## src/rtl/video_sel_pkg.sv

```systemverilog
// Constants and types for the radar video channel selector.
// Assumes a 100 MHz ref_clk and a synchronous active-high reset.
`default_nettype none
package video_sel_pkg;

	localparam int unsigned CLK_HZ = 100_000_000;
	localparam int unsigned DEBOUNCE_US = 10_000;
	localparam int unsigned DEBOUNCE_CYCLES = DEBOUNCE_US * (CLK_HZ / 1_000_000);
	localparam int unsigned SYNC_LOSS_US = 100_000;
	localparam int unsigned SYNC_LOSS_CYCLES = SYNC_LOSS_US * (CLK_HZ / 1_000_000);
	localparam int unsigned STATUS_LOSS_US = 10_000_000;
	localparam int unsigned STATUS_LOSS_CYCLES = STATUS_LOSS_US * (CLK_HZ / 1_000_000);
	localparam int unsigned CAPTURE_S = 15;
	localparam longint unsigned CAPTURE_CYCLES = longint'(CAPTURE_S) * longint'(CLK_HZ);
	localparam int unsigned PIX_W = 24;
	localparam int unsigned BUF_DEPTH = 2;

	typedef enum logic [1:0] {
		MODE_AUTO = 2'b00,
		MODE_PRIMARY = 2'b01,
		MODE_SECONDARY = 2'b10
	} mode_e;

	typedef enum logic [1:0] {
		SRC_NONE = 2'b00,
		SRC_PRIMARY = 2'b01,
		SRC_SECONDARY = 2'b10
	} src_e;

	typedef enum logic [1:0] {
		CAP_IDLE = 2'b00,
		CAP_WAIT_FRAME = 2'b01,
		CAP_STREAM = 2'b10
	} cap_e;

endpackage
`default_nettype wire

```

## src/rtl/pixel_skid_buffer.sv

```systemverilog
// Two-entry valid/ready buffer in the recorded pixel path.
// Assumes both sides run on ref_clk; a stall downstream back-pressures upstream.
`timescale 1ns/1ps
`default_nettype none
module pixel_skid_buffer (
	input wire logic ref_clk, // System clock.
	input wire logic reset, // Synchronous reset, active high.
	input wire logic [video_sel_pkg::PIX_W:0] in_data, // Pixel plus frame-start flag.
	input wire logic in_valid, // Upstream word valid.
	output logic in_ready, // Buffer has room.
	output logic [video_sel_pkg::PIX_W:0] out_data, // Oldest word held.
	output logic out_valid, // Buffer holds a word.
	input wire logic out_ready // Downstream accepts.
);
	typedef struct packed {
		logic [1:0][video_sel_pkg::PIX_W:0] mem;
		logic rd_ptr;
		logic wr_ptr;
		logic [1:0] count;
	} buf_s;

	buf_s st_q;
	buf_s st_d;
	logic push;
	logic pop;

	assign in_ready = (st_q.count != 2'd2);
	assign out_valid = (st_q.count != 2'd0);
	assign out_data = st_q.mem[st_q.rd_ptr];
	assign push = in_valid && in_ready;
	assign pop = out_valid && out_ready;

	always_comb begin
		st_d = st_q;
		if (push) begin
			st_d.mem[st_q.wr_ptr] = in_data;
			st_d.wr_ptr = ~st_q.wr_ptr;
		end
		if (pop) begin
			st_d.rd_ptr = ~st_q.rd_ptr;
		end
		st_d.count = st_q.count + {1'b0, push} - {1'b0, pop};
	end

	always_ff @(posedge ref_clk) begin
		if (reset) begin
			st_q <= '0;
		end else begin
			st_q <= st_d;
		end
	end
endmodule // pixel_skid_buffer
`default_nettype wire

```

## src/rtl/radar_video_channel_selector.sv

```systemverilog
// Radar video channel selector: picks the recorded radar input and gates one image per period.
// Assumes sync inputs and contacts are asynchronous pins; the scanner status flag comes from
// the serial sentence decoder on ref_clk.
`timescale 1ns/1ps
`default_nettype none
module radar_video_channel_selector #(
	parameter longint unsigned CAPTURE_CYCLES = video_sel_pkg::CAPTURE_CYCLES, // Capture period.
	parameter int unsigned DEBOUNCE_CYCLES = video_sel_pkg::DEBOUNCE_CYCLES, // Contact settle.
	parameter int unsigned SYNC_LOSS_CYCLES = video_sel_pkg::SYNC_LOSS_CYCLES, // Sync timeout.
	parameter int unsigned STATUS_LOSS_CYCLES = video_sel_pkg::STATUS_LOSS_CYCLES // Status timeout.
) (
	input wire logic ref_clk, // System clock, 100 MHz.
	input wire logic reset, // Synchronous reset, active high.
	input wire logic mode_contact_a, // Contact A, high when closed.
	input wire logic mode_contact_b, // Contact B, high when closed.
	input wire logic primary_hsync, // Primary input horizontal sync.
	input wire logic primary_vsync, // Primary input vertical sync.
	input wire logic [video_sel_pkg::PIX_W-1:0] primary_pixel, // Primary input pixel.
	input wire logic primary_pixel_valid, // Primary pixel strobe.
	input wire logic secondary_hsync, // Secondary input horizontal sync.
	input wire logic secondary_vsync, // Secondary input vertical sync.
	input wire logic [video_sel_pkg::PIX_W-1:0] secondary_pixel, // Secondary input pixel.
	input wire logic secondary_pixel_valid, // Secondary pixel strobe.
	input wire logic status_update, // Pulse: a scanner status sentence was decoded.
	input wire logic status_scanner_running, // Scanner state carried by that sentence.
	output logic [video_sel_pkg::PIX_W-1:0] rec_pixel, // Recorded pixel.
	output logic rec_frame_start, // Pixel is the first of the image.
	output logic rec_valid, // Recorded word valid.
	input wire logic rec_ready, // Recorder accepts the word.
	output logic [1:0] active_mode, // Decoded mode.
	output logic [1:0] active_source, // Source now selected.
	output logic capture_busy // An image is being captured.
);
	localparam int unsigned DW = 32;
	localparam int unsigned CW = 48;

	typedef struct packed {
		logic [1:0] ca_sync;
		logic [1:0] cb_sync;
		logic [1:0] ph_sync;
		logic [1:0] pv_sync;
		logic [1:0] sh_sync;
		logic [1:0] sv_sync;
		logic ph_last;
		logic pv_last;
		logic sh_last;
		logic sv_last;
		logic [1:0] contact_last;
		logic [1:0] contact_stable;
		logic [DW-1:0] deb_cnt;
		video_sel_pkg::mode_e mode;
		logic [DW-1:0] p_h_age;
		logic [DW-1:0] p_v_age;
		logic [DW-1:0] s_h_age;
		logic [DW-1:0] s_v_age;
		logic status_seen;
		logic scanner_running;
		logic [DW-1:0] status_age;
		logic [CW-1:0] period_cnt;
		video_sel_pkg::cap_e cap;
		video_sel_pkg::src_e cap_src;
		logic first_pix;
		video_sel_pkg::src_e src;
		logic busy;
	} sel_s;

	sel_s st_q;
	sel_s st_d;
	video_sel_pkg::src_e sel_src;
	logic p_live;
	logic s_live;
	logic p_vs_edge;
	logic s_vs_edge;
	logic buf_in_valid;
	logic buf_in_ready;
	logic [video_sel_pkg::PIX_W:0] buf_in_data;
	logic [video_sel_pkg::PIX_W:0] buf_out_data;

	// Saturating age counter, used for every activity timeout.
	function automatic logic [DW-1:0] age_step(input logic [DW-1:0] age, input logic seen);
		if (seen) begin
			age_step = '0;
		end else if (age != '1) begin
			age_step = age + 32'd1;
		end else begin
			age_step = age;
		end
	endfunction

	// Frame start of whichever source is being captured; it opens and closes an image.
	function automatic logic frame_edge(input video_sel_pkg::src_e src, input logic p_edge,
		input logic s_edge);
		frame_edge = (src == video_sel_pkg::SRC_PRIMARY && p_edge)
			|| (src == video_sel_pkg::SRC_SECONDARY && s_edge);
	endfunction

	// ----------------------------------------------------------------
	// Source choice
	// ----------------------------------------------------------------
	assign p_live = (st_q.p_h_age < DW'(SYNC_LOSS_CYCLES)) && (st_q.p_v_age < DW'(SYNC_LOSS_CYCLES));
	assign s_live = (st_q.s_h_age < DW'(SYNC_LOSS_CYCLES)) && (st_q.s_v_age < DW'(SYNC_LOSS_CYCLES));
	assign p_vs_edge = st_q.pv_sync[1] && !st_q.pv_last;
	assign s_vs_edge = st_q.sv_sync[1] && !st_q.sv_last;

	always_comb begin
		sel_src = video_sel_pkg::SRC_NONE;
		case (st_q.mode)
			video_sel_pkg::MODE_PRIMARY: begin
				sel_src = p_live ? video_sel_pkg::SRC_PRIMARY : video_sel_pkg::SRC_NONE;
			end
			video_sel_pkg::MODE_SECONDARY: begin
				sel_src = s_live ? video_sel_pkg::SRC_SECONDARY : video_sel_pkg::SRC_NONE;
			end
			video_sel_pkg::MODE_AUTO: begin
				// Status sentences only steer radars that send them; others fall back to sync.
				if (st_q.status_seen) begin
					if (st_q.scanner_running) begin
						sel_src = p_live ? video_sel_pkg::SRC_PRIMARY : video_sel_pkg::SRC_NONE;
					end else begin
						sel_src = s_live ? video_sel_pkg::SRC_SECONDARY : video_sel_pkg::SRC_NONE;
					end
				end else if (p_live) begin
					sel_src = video_sel_pkg::SRC_PRIMARY;
				end else if (s_live) begin
					sel_src = video_sel_pkg::SRC_SECONDARY;
				end
			end
			default: begin
				sel_src = video_sel_pkg::SRC_NONE;
			end
		endcase
	end

	// ----------------------------------------------------------------
	// Next state
	// ----------------------------------------------------------------
	always_comb begin
		st_d = st_q;
		// Two-flop synchronisers on the contact and sync pins.
		st_d.ca_sync = {st_q.ca_sync[0], mode_contact_a};
		st_d.cb_sync = {st_q.cb_sync[0], mode_contact_b};
		st_d.ph_sync = {st_q.ph_sync[0], primary_hsync};
		st_d.pv_sync = {st_q.pv_sync[0], primary_vsync};
		st_d.sh_sync = {st_q.sh_sync[0], secondary_hsync};
		st_d.sv_sync = {st_q.sv_sync[0], secondary_vsync};
		st_d.ph_last = st_q.ph_sync[1];
		st_d.pv_last = st_q.pv_sync[1];
		st_d.sh_last = st_q.sh_sync[1];
		st_d.sv_last = st_q.sv_sync[1];

		// ----------------------------------------------------------------
		// Contact debounce
		// ----------------------------------------------------------------
		// Contacts must hold one value for the full settle time before the mode moves.
		// Any change restarts the count, so a bouncing contact never latches a passing code.
		st_d.contact_last = {st_q.cb_sync[1], st_q.ca_sync[1]};
		if ({st_q.cb_sync[1], st_q.ca_sync[1]} == st_q.contact_stable) begin
			st_d.deb_cnt = '0;
		end else if ({st_q.cb_sync[1], st_q.ca_sync[1]} != st_q.contact_last) begin
			st_d.deb_cnt = '0;
		end else if (st_q.deb_cnt >= DW'(DEBOUNCE_CYCLES - 1)) begin
			st_d.deb_cnt = '0;
			st_d.contact_stable = {st_q.cb_sync[1], st_q.ca_sync[1]};
		end else begin
			st_d.deb_cnt = st_q.deb_cnt + 32'd1;
		end
		// Both open, also the unconnected switch, decodes as automatic; both closed is treated alike.
		case (st_q.contact_stable)
			2'b01: begin
				st_d.mode = video_sel_pkg::MODE_PRIMARY;
			end
			2'b10: begin
				st_d.mode = video_sel_pkg::MODE_SECONDARY;
			end
			default: begin
				st_d.mode = video_sel_pkg::MODE_AUTO;
			end
		endcase

		// Any edge of a sync line counts as presence.
		st_d.p_h_age = age_step(st_q.p_h_age, st_q.ph_sync[1] != st_q.ph_last);
		st_d.p_v_age = age_step(st_q.p_v_age, st_q.pv_sync[1] != st_q.pv_last);
		st_d.s_h_age = age_step(st_q.s_h_age, st_q.sh_sync[1] != st_q.sh_last);
		st_d.s_v_age = age_step(st_q.s_v_age, st_q.sv_sync[1] != st_q.sv_last);

		// Scanner status: a sentence marks the radar as reporting until sentences stop.
		st_d.status_age = age_step(st_q.status_age, status_update);
		if (status_update) begin
			st_d.status_seen = 1'b1;
			st_d.scanner_running = status_scanner_running;
		end else if (st_q.status_age >= DW'(STATUS_LOSS_CYCLES)) begin
			st_d.status_seen = 1'b0;
		end

		// ----------------------------------------------------------------
		// Capture sequencer
		// ----------------------------------------------------------------
		// Capture period divider: one enable pulse every period.
		if (st_q.period_cnt >= CW'(CAPTURE_CYCLES - 1)) begin
			st_d.period_cnt = '0;
		end else begin
			st_d.period_cnt = st_q.period_cnt + 48'd1;
		end

		case (st_q.cap)
			video_sel_pkg::CAP_IDLE: begin
				if (st_q.period_cnt >= CW'(CAPTURE_CYCLES - 1) && sel_src != video_sel_pkg::SRC_NONE) begin
					st_d.cap = video_sel_pkg::CAP_WAIT_FRAME;
					st_d.cap_src = sel_src;
				end
			end
			video_sel_pkg::CAP_WAIT_FRAME: begin
				if (sel_src != st_q.cap_src) begin
					st_d.cap = video_sel_pkg::CAP_IDLE;
				end else if (frame_edge(st_q.cap_src, p_vs_edge, s_vs_edge)) begin
					st_d.cap = video_sel_pkg::CAP_STREAM;
					st_d.first_pix = 1'b1;
				end
			end
			video_sel_pkg::CAP_STREAM: begin
				if (buf_in_valid && buf_in_ready) begin
					st_d.first_pix = 1'b0;
				end
				// The image ends at the next frame start, or early if the selected source changes.
				if (sel_src != st_q.cap_src || frame_edge(st_q.cap_src, p_vs_edge, s_vs_edge)) begin
					st_d.cap = video_sel_pkg::CAP_IDLE;
				end
			end
			default: begin
				st_d.cap = video_sel_pkg::CAP_IDLE;
			end
		endcase

		// Status outputs leave from flip-flops; the shown source trails the choice by one cycle.
		st_d.src = sel_src;
		st_d.busy = (st_d.cap != video_sel_pkg::CAP_IDLE);
	end

	// ----------------------------------------------------------------
	// Pixel path
	// ----------------------------------------------------------------
	// Pixel strobes are assumed to be resampled to ref_clk upstream; a full buffer drops pixels
	// of the frame in progress, which is the trade for not stalling a live video source.
	always_comb begin
		buf_in_valid = 1'b0;
		buf_in_data = '0;
		if (st_q.cap == video_sel_pkg::CAP_STREAM) begin
			if (st_q.cap_src == video_sel_pkg::SRC_PRIMARY) begin
				buf_in_valid = primary_pixel_valid;
				buf_in_data = {st_q.first_pix, primary_pixel};
			end else if (st_q.cap_src == video_sel_pkg::SRC_SECONDARY) begin
				buf_in_valid = secondary_pixel_valid;
				buf_in_data = {st_q.first_pix, secondary_pixel};
			end
		end
	end

	pixel_skid_buffer u_buf (
		.ref_clk(ref_clk),
		.reset(reset),
		.in_data(buf_in_data),
		.in_valid(buf_in_valid),
		.in_ready(buf_in_ready),
		.out_data(buf_out_data),
		.out_valid(rec_valid),
		.out_ready(rec_ready)
	);

	assign rec_pixel = buf_out_data[video_sel_pkg::PIX_W-1:0];
	assign rec_frame_start = buf_out_data[video_sel_pkg::PIX_W];
	assign active_mode = st_q.mode;
	assign active_source = st_q.src;
	assign capture_busy = st_q.busy;

	// ----------------------------------------------------------------
	// State register
	// ----------------------------------------------------------------
	always_ff @(posedge ref_clk) begin
		if (reset) begin
			st_q <= '0;
			st_q.p_h_age <= '1;
			st_q.p_v_age <= '1;
			st_q.s_h_age <= '1;
			st_q.s_v_age <= '1;
			st_q.status_age <= '1;
		end else begin
			st_q <= st_d;
		end
	end
endmodule // radar_video_channel_selector
`default_nettype wire

```

## config.mk

```make
export PLATFORM = sky130hd
export DESIGN_NAME = radar_video_channel_selector
export DESIGN_NICKNAME = d
export VERILOG_FILES = /design/src/rtl/video_sel_pkg.sv /design/src/rtl/pixel_skid_buffer.sv /design/src/rtl/radar_video_channel_selector.sv
export SDC_FILE = /design/constraint.sdc
export NUM_CORES = 1
export LEC_CHECK = 0
export BUFFER_PORTS_ARGS = -buffer_cell sky130_fd_sc_hd__buf_4
export CORE_UTILIZATION = 45
export DETAILED_ROUTE_END_ITERATION = 12
export MAX_ROUTING_LAYER = met4
export PLACE_DENSITY_LB_ADDON = 0.12
export SYNTH_ARGS = -nofsm -noshare
export SYNTH_HDL_FRONTEND = slang
export SYNTH_SLANG_ARGS = --single-unit
```

## constraint.sdc

```tcl
create_clock -name ref_clk -period 2.8 [get_ports ref_clk]
set_input_delay 0.56 -clock ref_clk [delete_from_list [all_inputs] [get_ports ref_clk]]
set_output_delay 0.56 -clock ref_clk [all_outputs]
set_load 0.02 [all_outputs]
```

==> out/metrics.yaml, run 1 <==
die:
  core-area_sq_mm: 0.0325
  row_count: 66
  dieArea_sq_mm: 0.0337
  die_x_um: 183
  pin_count: 92
  start_util: 0.457
  fp.dieH_um: 183
logic_synthesis:
  synthArstFlopShare: 0
  synth-seq-cells: 326
  syn_inst: 1686
  syn_area_sq_mm: 0.0148
  synthDistinctLibCells: 76
  synth_ff_type: "dfxtp_1"
  synth_edf_count: 0
  synth_seq_area_share: 0.440
  yosysWarnings: 0
  syn_area_per_cell_sq_um: 8.79
clock_network:
  cts_buffer_depth: 3
  cts_root_buffer: "clkbuf_16"
  post_cts_buffers: 0
  cts_sinks: 326
  ctsHoldBuffers: 0
  cts_buffers: 37
  cts-resized-gates: 0
  insertion_delay_ns: 0.52
  cts_htree_levels: 2
  clkTransAtPathRegs_ns: 0.06
  cts_tree: "built"
layout:
  utilization: 0.535
  final_nets: 1859
  mostFrequentLayoutCell: "dfxtp_1"
  insertedDiodeCount: 0
  fillerInstances: 3052
  regArea_sq_mm: 0.00653
  area_growth_pct: 17.1
  drive_above_1_share: 0.142
  fin_area_sq_mm: 0.0173
  multi_input_area_sq_mm: 0.00795
  most-common-layout-cells: "dfxtp_1 (326), nand2_1 (187), o21ai_0 (148)"
power:
  leakage_nw: 6.35
  peakVddDrop_mv: 0.429
  switchingPower_mw: 3.10
  power_density_mw_per_mm2: 689
  seq_power_share: 0.447
  p_clk_frac: 0.423
  internal_power_mw: 8.85
  combPwrFrac: 0.130
  swShare: 0.259
sta:
  skew_ns: 0.0154
  relSlewSlack: 0.339
  worstMarginPinSlew_ns: 0.992
  setup_viol: 0
  min_period_over_period: 0.884
  slew_violations: 0
  setup_slack_ns: 0.324
  setup-tns-final_ns: 0
  max_freq_ghz: 0.404
  hold_violations: 0
  period_minus_slack_ns: 2.48
  rsz0062_at_grt: "no"
grt:
  grt_pass1_wl_um: 52600
  antenna_found_initial: 0
  grtUsageTotal: 0.191
  grt_pass1_vias: 11000
  grt_overflow: 0
  grt_max_degree: 58
worst_setup_path:
  critPathLaunchType: "register"
  cp_max_fo: 20
  critPathSlowestCell: "or3_1"
  max_stage_delay_ns: 0.63
  critPathKind: "reg -> reg"
  worst_r2r_path_depth: 8
  endpoint_kind: "register"
  cp_data_required_time_ns: 3.24
  arrival_ns: 2.92
  crit_path_cell_trace: "ha_1, and3_1, a2111oi_0, o21ai_0, a21oi_1, o2111ai_1, or3_1, nor2_1"
drt:
  viasPerCell: 5.16
  vias: 11600
  wl_per_cell_um: 13.7
  dr.pass1.iters: 6
  drc_errors: 0
  drtIter0Drc: 503
  finalWirelength_um: 31000
  ant_nets: 0
worst_hold_path:
  hp-class: "in -> reg"
  holdPathStages: 2
place:
  hpwl_um: 20400
  gp_congestion: 0.790
  place_ws_ns: 0.297
  placed_area_sq_mm: 0.0160
  portBuffers: 91
status:
  status: "finished, final reports clean"
job:
  cap_viol_max_count: 0
-- cell type report --
| type | count | area share |
|---|---|---|
| Multi-Input combinational cell | 1272 | 0.458 |
| Clock inverter | 14 | 0.00952 |
| Timing Repair Buffer | 113 | 0.0503 |
| Tap cell | 442 | 0.0319 |
| Inverter | 34 | 0.00743 |
| Clock buffer | 54 | 0.0664 |
| Sequential cell | 326 | 0.376 |
-- kinds of logic after synthesis --
| logic type | count (synthesis) | synth area share |
|---|---|---|
| flops | 326 | 0.440 |
| other cells | 1 | 0.000253 |
| simple gates | 667 | 0.239 |
| buf+inv | 116 | 0.0313 |
| xor+xnor | 203 | 0.120 |
| compound gates | 327 | 0.133 |
| mux | 32 | 0.0239 |
| fa+ha+maj | 14 | 0.0118 |
-- worst paths after layout --
check | start | end | slack [ns]
min reg2reg | st_d[263]$_SDFF_PP0_ | st_d[257]$_SDFF_PP0_ | 0.44
max | st_q[220]$_SDFF_PP0_ | st_q[235]$_SDFF_PP0_ | 0.32
max reg2reg | st_q[220]$_SDFF_PP0_ | st_q[235]$_SDFF_PP0_ | 0.32
min | secondary_hsync | st_d[263]$_SDFF_PP0_ | 0.26
-- synth_stat cells (3+ instances only) --
cell / number / area (sq um)
o211ai_1: 12 / 90.1
nor3b_1: 6 / 45.0
o21ai_0: 148 / 741
inv_1: 34 / 128
nor3_2: 7 / 70.1
and4_1: 22 / 193
a211oi_1: 4 / 30.0
a21oi_1: 73 / 365
a22oi_1: 27 / 203
ha_1: 14 / 175
mux2i_1: 5 / 50.1
xor2_1: 86 / 753
nand2_1: 187 / 702
dfxtp_1: 326 / 6530
nand2b_1: 8 / 50.1
nor4_2: 4 / 50.1
nor2b_1: 23 / 144
nor2_1: 140 / 526
and3_1: 33 / 206
a21o_1: 11 / 82.6
buf_2: 10 / 50.1
nand4_1: 37 / 231
clkbuf_1: 63 / 236
and2_1: 15 / 93.8
a31o_2: 3 / 26.3
xnor2_1: 117 / 1020
o21ai_1: 8 / 40.0
nor3_1: 38 / 190
buf_4: 4 / 30.0
nand4_4: 4 / 85.1
mux2_2: 27 / 304
or3_1: 5 / 31.3
nor4_1: 24 / 150
nand3_1: 77 / 385
o2111ai_1: 5 / 43.8
buf_1: 4 / 15.0
o31ai_1: 13 / 97.6
nor4_4: 5 / 106
or2_2: 6 / 37.5
a211o_1: 3 / 26.3
-- routing by layer --
metal | routed length (um) | vias up | track usage
li1 | - | 6056 | -
met1 | 15300 | 5378 | 0.247
met2 | 13900 | 165 | 0.309
met3 | 1210 | 41 | 0.0299
met4 | 558 | 0 | 0.0527
met5 | 0 | - | -
-- stage by stage --
| stage | power (mW) | hold WS (ns) | std cells |
|---|---|---|---|
| floorplan | 6.60 | 0.414 | 1714 |
| global placement | 6.97 | 0.430 | 2187 |
| detailed placement | 6.99 | 0.430 | 2187 |
| CTS | 12.1 | 0.233 | 2255 |
| global route | 12.5 | 0.246 | 2255 |
| finish | 11.9 | 0.256 | 2255 |
-- flip-flops by register name, indices dropped and copies added, names as in the netlist --
signal         count
st_d              12
capture_busy       1
active_mode        2
st_q             255
active_source      2
u_buf.st_q        54
-- critical path: cells and delay by family, from the launching register on --
| kind | cells | cell delay [ns] |
|---|---|---|
| flip-flops | 1 | 0.34 |
| AND/OR/NAND/NOR | 3 | 1.05 |
| AO/OA/AOI/OAI | 4 | 0.79 |
| adder cells (fa/ha/maj) | 1 | 0.22 |
-- power groups by stage --
stage | Combinational (mW) | Sequential (mW) | Clock, mW
2_1_floorplan | 1.26 | 5.34 | 0
3_3_place_gp | 1.54 | 5.42 | 0
3_5_place_dp | 1.55 | 5.43 | 0
4_1_cts | 1.57 | 5.33 | 5.21
5_1_grt | 1.76 | 5.39 | 5.40
6_report | 1.56 | 5.34 | 5.05
Note: power is estimated with default switching activity, not from simulation.
==> run 2: changes to the inputs <==
--- a/config.mk
+++ b/config.mk
@@ -5,7 +5,7 @@
 export SDC_FILE = /design/constraint.sdc
 export NUM_CORES = 1
 export LEC_CHECK = 0
-export BUFFER_PORTS_ARGS = -buffer_cell sky130_fd_sc_hd__buf_4
+export BUFFER_PORTS_ARGS = -buffer_cell sky130_fd_sc_hd__buf_2
 export CORE_UTILIZATION = 45
 export DETAILED_ROUTE_END_ITERATION = 12
 export MAX_ROUTING_LAYER = met4
==> run 2 against run 1 <==
Against the previous run:
- power about the same
- worst hold slack improved by 0.0017 ns
- combinational power about the same
- register-to-register slack improved by 0.12 ns
- via count increased by 0.91%
- first-iteration DRC count increased by 19%
- critical path depth decreased by 5
- critical path type is now reg -> out
==> out/metrics.yaml, run 2 (synthesis results as in run 1) <==
grt:
  grt_pass1_vias: 11100
  grt_pass1_wl_um: 52200
  grt_max_degree: 59
  grtUsageTotal: 0.189
  grt_overflow: 0
  antenna_found_initial: 0
layout:
  regMostFlops: "st_q"
  largest_reg_flops: 255
  final_cells: 2259
  mostFrequentLayoutCell: "dfxtp_1"
  area_growth_pct: 16.1
  insertedDiodeCount: 0
  drive_above_1_share: 0.142
  final_nets: 1866
  most-common-layout-cells: "dfxtp_1 (326), nand2_1 (187), o21ai_0 (148)"
  fin_area_sq_mm: 0.0172
place:
  gp_congestion: 0.795
  dp_cells: 2193
  hpwl_um: 20700
  portBuffers: 91
  placed_area_sq_mm: 0.0159
clock_network:
  insertion_delay_ns: 0.52
  ctsHoldBuffers: 0
  cts_root_buffer: "clkbuf_16"
  cts_buffers: 38
  cts_sinks: 326
  cts_tree: "built"
  cts_htree_levels: 2
  clkTransAtPathRegs_ns: 0.06
  cts_buffer_depth: 3
worst_setup_path:
  cp_data_required_time_ns: 2.24
  critPathLaunchType: "register"
  cp_max_fo: 18
  arrival_ns: 1.94
  endpoint_kind: "output pin"
  critPathKind: "reg -> out"
drt:
  finalWirelength_um: 31100
  wl_per_cell_um: 13.8
  dr.pass1.iters: 5
  drtIter0Drc: 599
  drc_errors: 0
  viasPerCell: 5.20
  vias: 11700
  ant_nets: 0
job:
  cap_viol_max_count: 0
power:
  peakVddDrop_mv: 0.452
  power_density_mw_per_mm2: 695
  leakage_nw: 6.33
die:
  die_x_um: 183
  start_util: 0.457
  pin_count: 92
  dieArea_sq_mm: 0.0337
  core-area_sq_mm: 0.0325
  fp.dieH_um: 183
  row_count: 66
sta:
  rsz0062_at_grt: "no"
  hold_violations: 0
  skew_ns: 0.0188
  setup_viol: 0
  worstMarginPinSlew_ns: 0.736
  setup-tns-final_ns: 0
  max_freq_ghz: 0.401
  period_minus_slack_ns: 2.50
  slew_violations: 0
  relSlewSlack: 0.509
  min_period_over_period: 0.892
worst_hold_path:
  hp-class: "in -> reg"
status:
  status: "finished, final reports clean"
## run 2: area by class of cell
class / count / area [sq um]
clock buffers: 59 / 1200
inverters: 34 / 129
multi-input cells: 1272 / 7960
repair buffers: 119 / 718
clock inverters: 7 / 110
flip-flops and latches: 326 / 6530
fillers: 3063 / 15300
well taps: 442 / 553
## run 2: path summary, 6_finish.rpt
kind,from,endpoint,slack (ns),cells after the start
max,u_buf.st_q[3]$_SDFFE_PP0P_,rec_frame_start,0.30,3
min,primary_hsync,st_d[267]$_SDFF_PP0_,0.26,2
max reg2reg,st_q[162]$_SDFFE_PP1P_,st_q[6]$_SDFF_PP0_,0.44,8
min reg2reg,st_d[263]$_SDFF_PP0_,st_d[257]$_SDFF_PP0_,0.43,1
## run 2: layer usage
metal | track usage | share of wire | vias up
met3 | 0.0305 | 0.039 | 49
met5 | - | 0 | -
met4 | 0.0507 | 0.020 | 0
li1 | - | - | 6073
met1 | 0.254 | 0.50 | 5441
met2 | 0.294 | 0.44 | 183
## run 2: through the flow
| stage | util | hold WS (ns) | power, mW | worst slack (ns) |
|---|---|---|---|---|
| 2_1_floorplan | - | 0.414 | 6.60 | 0.671 |
| 3_3_place_gp | 0.489 | 0.427 | 6.95 | 0.334 |
| 3_5_place_dp | 0.489 | 0.425 | 6.97 | 0.238 |
| 4_1_cts | 0.530 | 0.235 | 12.1 | 0.219 |
| 5_1_grt | 0.530 | 0.256 | 12.6 | 0.111 |
| 6_report | 0.530 | 0.257 | 12.0 | 0.304 |
## run 2: worst max-delay path: stages, from the launching register on
cell,delay (ns)
dfxtp_1,0.64
buf_12,0.24
mux2_2,0.38
buf_2,0.17
## run 2: power by group
| group | total (mW) | switching, mW | internal, mW |
|---|---|---|---|
| Clock | 5.07 | 1.86 | 3.22 |
| Combinational | 1.53 | 0.825 | 0.708 |
| Sequential | 5.35 | 0.373 | 4.98 |
| Total | 12.0 | 3.05 | 8.90 |
## run 2: timing repair
item	CTS	global route
buffers inserted	0	0
gates resized for setup	0	1
setup endpoints to repair	0	20
